$ cat config.mk
export PLATFORM = sky130hd
export DESIGN_NAME = ebz_zone_timing
export DESIGN_NICKNAME = d
export VERILOG_FILES = /design/src/rtl/ebz_pkg.sv /design/src/rtl/ebz_ready_sync.sv /design/src/rtl/ebz_zone_timing.sv
export VERILOG_INCLUDE_DIRS = /design/src /design/src/rtl
export SDC_FILE = /design/constraint.sdc
export NUM_CORES = 1
export LEC_CHECK = 0
export BUFFER_PORTS_ARGS = -buffer_cell sky130_fd_sc_hd__clkbuf_2
export CAP_MARGIN = 20
export CORE_MARGIN = 3
export CORE_UTILIZATION = 45
export CTS_CLUSTER_DIAMETER = 200
export DETAILED_ROUTE_END_ITERATION = 10
export HOLD_SLACK_MARGIN = 0.08
export PLACE_DENSITY = 0.72
export SYNTH_ARGS = -nofsm -noshare
export SYNTH_HDL_FRONTEND = slang
export SYNTH_SLANG_ARGS = --single-unit
$ cat constraint.sdc
create_clock -name clock -period 5.34 [get_ports clock]
set_clock_uncertainty 0.1 [all_clocks]
set_input_delay 0.267 -clock clock [delete_from_list [all_inputs] [get_ports clock]]
set_output_delay 0.267 -clock clock [all_outputs]
set_load 0.01 [all_outputs]
$ cat src/rtl/ebz_defines.svh
// register offsets, field positions, reset values and timing counts of the zone timing block
`ifndef EBZ_DEFINES_SVH
`define EBZ_DEFINES_SVH

// byte addresses on the register bus
`define EBZ_OFS_ZONE_TIMING 4'h0
`define EBZ_OFS_ZONE_STATUS 4'h4

// zone_access_timing field positions
`define EBZ_POS_DOUBLE 22
`define EBZ_POS_WIDTH_HI 17
`define EBZ_POS_WIDTH_LO 16
`define EBZ_POS_RDY_MODE 15
`define EBZ_POS_RDY_EN 14
`define EBZ_POS_RD_LEAD_HI 13
`define EBZ_POS_RD_LEAD_LO 12
`define EBZ_POS_RD_ACT_HI 11
`define EBZ_POS_RD_ACT_LO 9
`define EBZ_POS_WR_LEAD_HI 6
`define EBZ_POS_WR_LEAD_LO 5
`define EBZ_POS_WR_ACT_HI 4
`define EBZ_POS_WR_ACT_LO 2

// writable bits and value after reset
`define EBZ_TIMING_MASK 32'h0043ffff
`define EBZ_TIMING_RESET 32'h0043ffff

// bus width codes
`define EBZ_WIDTH_32 2'h1
`define EBZ_WIDTH_16 2'h3

// timing clock divider and ready synchroniser depth
`define EBZ_TIM_DIV 4'h1
`define EBZ_SYNC_STAGES 2

`endif

$ cat src/rtl/ebz_pkg.sv
// types shared by the zone timing block
package ebz_pkg;

	// access sequencer states, one-hot
	typedef enum logic [2:0] {
		ST_IDLE = 3'h1,
		ST_LEAD = 3'h2,
		ST_ACTIVE = 3'h4
	} ebz_state_e;

	// wait-state count in timing clock ticks
	typedef logic [3:0] ebz_count_t;

endpackage

$ cat src/rtl/ebz_ready_sync.sv
// multi-stage synchroniser for the external wait-ready input
`timescale 1ns/1ps

module ebz_ready_sync #(
	parameter int STAGES = 2
) (
	// clock and reset
	input wire logic clock,
	input wire logic rst_b,
	// raw and synchronised level
	input wire logic din,
	output logic dout
);

	logic [STAGES-1:0] chain;
	logic [STAGES-1:0] next_chain;

	// shift in; only the last stage is read outside
	always_comb begin
		next_chain = {chain[STAGES-2:0], din};
	end

	always_ff @(posedge clock) begin
		if (!rst_b) begin
			chain <= '0;
		end else begin
			chain <= next_chain;
		end
	end

	assign dout = chain[STAGES-1];

endmodule

$ cat src/rtl/ebz_zone_timing.sv
// zone timing register and access sequencer of the external parallel bus
`timescale 1ns/1ps
`include "ebz_defines.svh"

// Contract
// - width code 01 uses 32 lines, shared pin is upper write strobe
// - width code 11 uses 16 lines, shared pin is address bit zero; reset value
// - ready mode 0 samples wait-ready input directly as synchronous
// - ready mode 1 samples wait-ready asynchronously; reset default
// - ready mode bit is ignored while ready enable is 0
// - ready enable 0 ignores wait-ready; access timed purely by counts
// - ready enable 1 stretches active phase while device holds not-ready
// - lead codes 01,10,11 give 1,2,3 cycles, doubled 2,4,6; reset 11
// - doubling bit doubles the read and write lead and active wait states
// - active phase is one base cycle plus the programmed count
// - active code n gives n wait cycles, 2n doubled; reset 111
module ebz_zone_timing #(
	parameter logic [3:0] TIM_DIV = `EBZ_TIM_DIV,
	parameter int SYNC_STAGES = `EBZ_SYNC_STAGES
) (
	// clock and reset
	input wire logic clock,
	input wire logic rst_b,
	// avalon-mm register slave
	input wire logic [3:0] avs_address,
	input wire logic avs_read,
	input wire logic avs_write,
	input wire logic [31:0] avs_writedata,
	input wire logic [3:0] avs_byteenable,
	output logic [31:0] avs_readdata,
	output logic avs_waitrequest,
	// core access request
	input wire logic acc_req,
	input wire logic acc_write,
	input wire logic acc_addr0,
	input wire logic acc_upper,
	output logic acc_done,
	// external bus pins
	input wire logic wait_ready_in,
	output logic zone_cs_b,
	output logic rd_strobe_b,
	output logic lower_write_strobe_b,
	output logic addr0_or_upper_write_strobe,
	output logic data_bus_32
);

	// lead length in ticks for a 2-bit code
	function automatic ebz_pkg::ebz_count_t lead_len(input logic [1:0] code, input logic dbl);
		lead_len = dbl ? {1'b0, code, 1'b0} : {2'h0, code};
	endfunction

	// active length: one base tick plus the count, count doubled when dbl is set
	function automatic ebz_pkg::ebz_count_t act_len(input logic [2:0] code, input logic dbl);
		act_len = dbl ? {code, 1'b1} : ({1'b0, code} + 4'h1);
	endfunction

	// timing clock enable from the system clock
	logic [3:0] div_cnt;
	logic [3:0] next_div_cnt;
	logic tick;

	always_comb begin
		tick = (div_cnt == TIM_DIV - 4'h1);
		next_div_cnt = tick ? 4'h0 : div_cnt + 4'h1;
	end

	always_ff @(posedge clock) begin
		if (!rst_b) begin
			div_cnt <= 4'h0;
		end else begin
			div_cnt <= next_div_cnt;
		end
	end

	// register file and bus answer
	logic [31:0] timing_reg;
	logic [31:0] next_timing_reg;
	logic ack;
	logic next_ack;
	logic [31:0] next_readdata;
	ebz_pkg::ebz_state_e state;
	ebz_pkg::ebz_state_e next_state;

	// one wait cycle per access; readdata is captured in it
	always_comb begin
		next_timing_reg = timing_reg;
		next_ack = (avs_read | avs_write) & ~ack;
		next_readdata = avs_readdata;
		if ((avs_read | avs_write) && !ack) begin
			next_readdata = 32'h0;
			if (avs_read && avs_address == `EBZ_OFS_ZONE_TIMING) begin
				next_readdata = timing_reg;
			end
			if (avs_read && avs_address == `EBZ_OFS_ZONE_STATUS) begin
				next_readdata = {29'h0, state};
			end
		end
		// reserved width codes stored as written
		// a write lands only at the edge where waitrequest is low
		if (avs_write && ack && avs_address == `EBZ_OFS_ZONE_TIMING) begin
			for (int b = 0; b < 4; b++) begin
				if (avs_byteenable[b]) begin
					next_timing_reg[b*8 +: 8] = avs_writedata[b*8 +: 8];
				end
			end
			next_timing_reg = next_timing_reg & `EBZ_TIMING_MASK;
		end
	end

	always_ff @(posedge clock) begin
		if (!rst_b) begin
			timing_reg <= `EBZ_TIMING_RESET;
			ack <= 1'b0;
			avs_readdata <= 32'h0;
		end else begin
			timing_reg <= next_timing_reg;
			ack <= next_ack;
			avs_readdata <= next_readdata;
		end
	end

	assign avs_waitrequest = (avs_read | avs_write) & ~ack;

	// ready input paths
	logic ready_synced;

	ebz_ready_sync #(
		.STAGES(SYNC_STAGES)
	) u_ready_sync (
		.clock(clock),
		.rst_b(rst_b),
		.din(wait_ready_in),
		.dout(ready_synced)
	);

	// access sequencer; settings are snapshot at start so mid-access writes wait
	logic [31:0] snap;
	logic [31:0] next_snap;
	logic snap_write;
	logic next_snap_write;
	logic snap_addr0;
	logic next_snap_addr0;
	logic snap_upper;
	logic next_snap_upper;
	ebz_pkg::ebz_count_t cnt;
	ebz_pkg::ebz_count_t next_cnt;
	logic next_done;
	logic dbl;
	logic ready_ok;
	logic ready_hold;
	ebz_pkg::ebz_count_t cur_act;

	always_comb begin
		dbl = snap[`EBZ_POS_DOUBLE];
		ready_ok = snap[`EBZ_POS_RDY_MODE] ? ready_synced : wait_ready_in;
		// mode bit ignored when ready is off
		ready_hold = snap[`EBZ_POS_RDY_EN] & ~ready_ok;
		cur_act = snap_write ?
			act_len(snap[`EBZ_POS_WR_ACT_HI:`EBZ_POS_WR_ACT_LO], dbl) :
			act_len(snap[`EBZ_POS_RD_ACT_HI:`EBZ_POS_RD_ACT_LO], dbl);
	end

	always_comb begin
		next_state = state;
		next_cnt = cnt;
		next_snap = snap;
		next_snap_write = snap_write;
		next_snap_addr0 = snap_addr0;
		next_snap_upper = snap_upper;
		next_done = 1'b0;
		unique case (state)
			ebz_pkg::ST_IDLE: begin
				if (acc_req) begin
					next_snap = timing_reg;
					next_snap_write = acc_write;
					next_snap_addr0 = acc_addr0;
					next_snap_upper = acc_upper;
					next_cnt = acc_write ?
						lead_len(timing_reg[`EBZ_POS_WR_LEAD_HI:`EBZ_POS_WR_LEAD_LO],
							timing_reg[`EBZ_POS_DOUBLE]) :
						lead_len(timing_reg[`EBZ_POS_RD_LEAD_HI:`EBZ_POS_RD_LEAD_LO],
							timing_reg[`EBZ_POS_DOUBLE]);
					next_state = ebz_pkg::ST_LEAD;
				end
			end
			ebz_pkg::ST_LEAD: begin
				// invalid lead code 00 skips straight to active
				if (cnt == 4'h0 || (tick && cnt == 4'h1)) begin
					next_cnt = cur_act;
					next_state = ebz_pkg::ST_ACTIVE;
				end else if (tick) begin
					next_cnt = cnt - 4'h1;
				end
			end
			ebz_pkg::ST_ACTIVE: begin
				if (tick && cnt == 4'h1) begin
					if (!ready_hold) begin
						next_done = 1'b1;
						next_state = ebz_pkg::ST_IDLE;
					end
				end else if (tick) begin
					next_cnt = cnt - 4'h1;
				end
			end
		endcase
	end

	always_ff @(posedge clock) begin
		if (!rst_b) begin
			state <= ebz_pkg::ST_IDLE;
			cnt <= 4'h0;
			snap <= `EBZ_TIMING_RESET;
			snap_write <= 1'b0;
			snap_addr0 <= 1'b0;
			snap_upper <= 1'b0;
			acc_done <= 1'b0;
		end else begin
			state <= next_state;
			cnt <= next_cnt;
			snap <= next_snap;
			snap_write <= next_snap_write;
			snap_addr0 <= next_snap_addr0;
			snap_upper <= next_snap_upper;
			acc_done <= next_done;
		end
	end

	// pin drive; strobes only in the active phase
	logic w32;
	logic in_active;

	always_comb begin
		w32 = snap[`EBZ_POS_WIDTH_HI:`EBZ_POS_WIDTH_LO] == `EBZ_WIDTH_32;
		in_active = state == ebz_pkg::ST_ACTIVE;
		zone_cs_b = state == ebz_pkg::ST_IDLE;
		rd_strobe_b = ~(in_active & ~snap_write);
		lower_write_strobe_b = ~(in_active & snap_write); // both halves, both widths
		data_bus_32 = w32;
		// shared pin as upper write strobe
		// shared pin as address bit zero
		addr0_or_upper_write_strobe = w32 ? ~(in_active & snap_write & snap_upper) : snap_addr0;
	end

	// helper: ticks spent in the current phase, saturating
	logic [4:0] ph_ticks;
	always_ff @(posedge clock) begin
		if (!rst_b || state != next_state) begin
			ph_ticks <= 5'h0;
		end else if (tick && ph_ticks != 5'h1f) begin
			ph_ticks <= ph_ticks + 5'h1;
		end
	end
endmodule

==> impl_metrics.yaml <==
logic_synthesis:
  ys_seq_elements: 67
  synthArstFlopShare_pct: 0
  avgSynthCellArea_um2: 9.14
  synth_top_area_share_pct: 45.4
  yosysUniqueCellTypes: 52
  synth-main-ff-cell: "dfxtp_1"
  netlist_instances: 323
  syn_area_mm2: 0.00295
  yosysSeqAreaShare_pct: 45.4
  synth-edff-count: 0
  synthTopCellsByArea: "dfxtp_1 45%, mux2i_1 8.5%, nand2_1 7.6%"
  yosys_warnings: 0
  synth_area_leader_cell: "dfxtp_1"
global_routing:
  gr-usage-all-layers_pct: 17.9
  overflow: 0
  grt_pass1_wl_um: 10700
  grt_max_degree: 42
  grt_pass1_vias: 2361
  antenna_found_initial: 0
detailed_routing:
  drt_wl_total_um: 6290
  top_layer: "met4"
  via_per_inst: 5.08
  drt-initial-drc-count: 137
  wire_per_inst_um: 13.1
  met3_length_um: 347
  vias: 2444
  ant_nets: 0
  wl_met2_um: 2920
  drc: 0
  drt-met1-wl_um: 2950
  firstDrtPassIters: 4
pwr:
  switching_share_pct: 25.4
  p_sw_mw: 0.270
  power_density_mw_per_mm2: 292
  combPwrFrac_pct: 12.8
  peakVddDrop_mv: 0.154
  power_frac_clock_pct: 36.9
  seq_power_share_pct: 50.2
  leakage_nw: 1.72
  internal_power_mw: 0.792
timing:
  final.setup.tns_ps: 0
  slew_viol_final: 0
  final.min_clock_period_ps: 2170
  min_period_over_period_pct: 40.6
  fmax_mhz: 461
  maxSlewHeadroom_pct: 40.9
  final-hold-violation-count: 0
  finalSetupViolations: 0
  worstMarginPinSlew_ps: 881
  rsz0062_at_grt: "false"
final_layout:
  nets: 457
  final_cell_mix: "67 x dfxtp_1, 60 x nand2_1, 60 x clkbuf_2"
  antenna_cells: 0
  final_common_cell: "dfxtp_1"
  instances_no_fill: 481
  area_delta_synth_final_pct: 23.4
  layout-drive-gt1-share_pct: 22.4
place:
  io_buffers: 60
  gp_congestion: 0.849
  dp.cells: 444
  hpwl_um: 4470
setup_path:
  r2r-start: "cnt[1]$_SDFFE_PN0P_"
  required_ps: 5470
  worst_ep_arrival_time_ps: 2290
  critical_path_class: "in -> reg"
  end_kind: "register"
  r2r_slack_ps: 3440
  r2r_end: "cnt[1]$_SDFFE_PN0P_"
  cp_max_fo: 41
  critical-path-max-stage-delay_ps: 940
  r2r_cells: 7
  cp_cell_sequence: "clkbuf_2, clkinv_1, o32ai_2"
  crit_slowest_cell: "clkinv_1"
  start_kind: "primary input"
worst_hold_path:
  hp-class: "in -> reg"
  hp-start: "acc_write"
  whs_path_depth: 3
  hold_end: "snap_write$_SDFFE_PN0P_"
clock_tree:
  clockBufferDepth: 2
  postCtsSetupBuffers: 0
  cts.sinks: 67
  cts_tree: "built"
  clk_pin_slew_ps: 70
  clk_latency_ps: 340
  cts_root_buf: "clkbuf_8"
  htreeDepth: 3
  ctsResizeCount: 0
  cts_hold_buf: 22
  numCtsBuffers: 9
floorplan:
  io_pins: 88
  die_width_um: 87.0
  initial_core_util_pct: 48.1
  die_h_um: 87.0
  core_mm2: 0.00613
  fp-row-count: 28
  die-area_mm2: 0.00757
outcome:
  status: "finished clean"
job:
  maxCapViolCount: 0
-- cells in the mapped netlist (2+ instances only) --
| cell type | instances |
|---|---|
| dfxtp_1 | 67 |
| nand2_1 | 60 |
| nor2_1 | 31 |
| mux2i_1 | 25 |
| a22oi_1 | 17 |
| buf_4 | 14 |
| a21oi_1 | 12 |
| nand3_1 | 12 |
| clkbuf_1 | 10 |
| inv_1 | 7 |
| ha_1 | 6 |
| and2_1 | 3 |
| buf_2 | 3 |
| xnor2_1 | 3 |
| xor2_1 | 3 |
| a211oi_1 | 2 |
| a31oi_1 | 2 |
| nand2_2 | 2 |
| nand2b_1 | 2 |
| nand3b_1 | 2 |
| nor2b_1 | 2 |
| nor3_1 | 2 |
| nor3b_4 | 2 |
| o211ai_1 | 2 |
| o21ai_0 | 2 |
| o21ai_1 | 2 |
| o21bai_1 | 2 |
| o32ai_1 | 2 |
-- how the worst max path moves through the flow --
| stage | cells past startpoint | endpoint | startpoint | slack (ps) |
|---|---|---|---|---|
| floorplan | 7 | cnt[3]$_SDFFE_PN0P_ | div_cnt[0]$_SDFF_PP0_ | 3610 |
| global placement | 3 | cnt[0]$_SDFFE_PN0P_ | rst_b | 2760 |
| detailed placement | 3 | cnt[0]$_SDFFE_PN0P_ | rst_b | 2740 |
| CTS | 3 | cnt[0]$_SDFFE_PN0P_ | rst_b | 3080 |
| global route | 3 | cnt[0]$_SDFFE_PN0P_ | rst_b | 2930 |
| finish | 3 | cnt[0]$_SDFFE_PN0P_ | rst_b | 3170 |
-- worst max-delay path: cells and delay by family --
family	cells	cell delay [ps]
buffers and inverters	2	1520
AOI/OAI and AO/OA	1	490
-- area by class of cell --
cell class | count | area (um^2)
fillers | 564 | 2490
multi-input cells | 233 | 1470
flip-flops and latches | 67 | 1340
repair buffers | 83 | 528
clock buffers | 10 | 128
well taps | 75 | 93.8
clock inverters | 5 | 55.1
inverters | 8 | 30.0
-- metal layers --
metal  GRT usage (%)  vias up
met4            7.65        0
met2            28.8       59
li1                -     1251
met5               0        -
met1            23.0     1127
met3            4.07        7
-- power groups by stage --
stage	clock [mW]	sequential [mW]	combinational, mW
3_5_place_dp	0	0.545	0.124
3_3_place_gp	0	0.545	0.123
5_1_grt	0.427	0.536	0.156
4_1_cts	0.403	0.534	0.137
2_1_floorplan	0	0.541	0.0979
6_report	0.392	0.534	0.136
-- logic make-up (layout without fill, tap and decap cells) --
kind of cell    Yosys count  in the layout  synth area share [%]
fa+ha+maj                 6              6                  2.54
xor+xnor                  6              6                  1.78
simple gates            129            129                  21.5
compound gates           52             52                  12.6
flops                    67             67                  45.4
buf+inv                  35            106                  6.36
other cells               1             13                 0.127
mux                      27             27                  9.62
-- per-stage QoR --
stage / total power, mW / worst slack (ps) / area [um^2] / util [%] / hold WS (ps)
6_report: 1.06 / 3170 / 3640 / 59.4 / 124
2_1_floorplan: 0.639 / 3610 / 3000 / - / 289
5_1_grt: 1.12 / 2930 / 3640 / 59.4 / 146
3_5_place_dp: 0.669 / 2740 / 3240 / 52.9 / 322
4_1_cts: 1.07 / 3080 / 3640 / 59.4 / 104
3_3_place_gp: 0.667 / 2760 / 3240 / 52.9 / 315
Power figures use the tool's default switching activity.
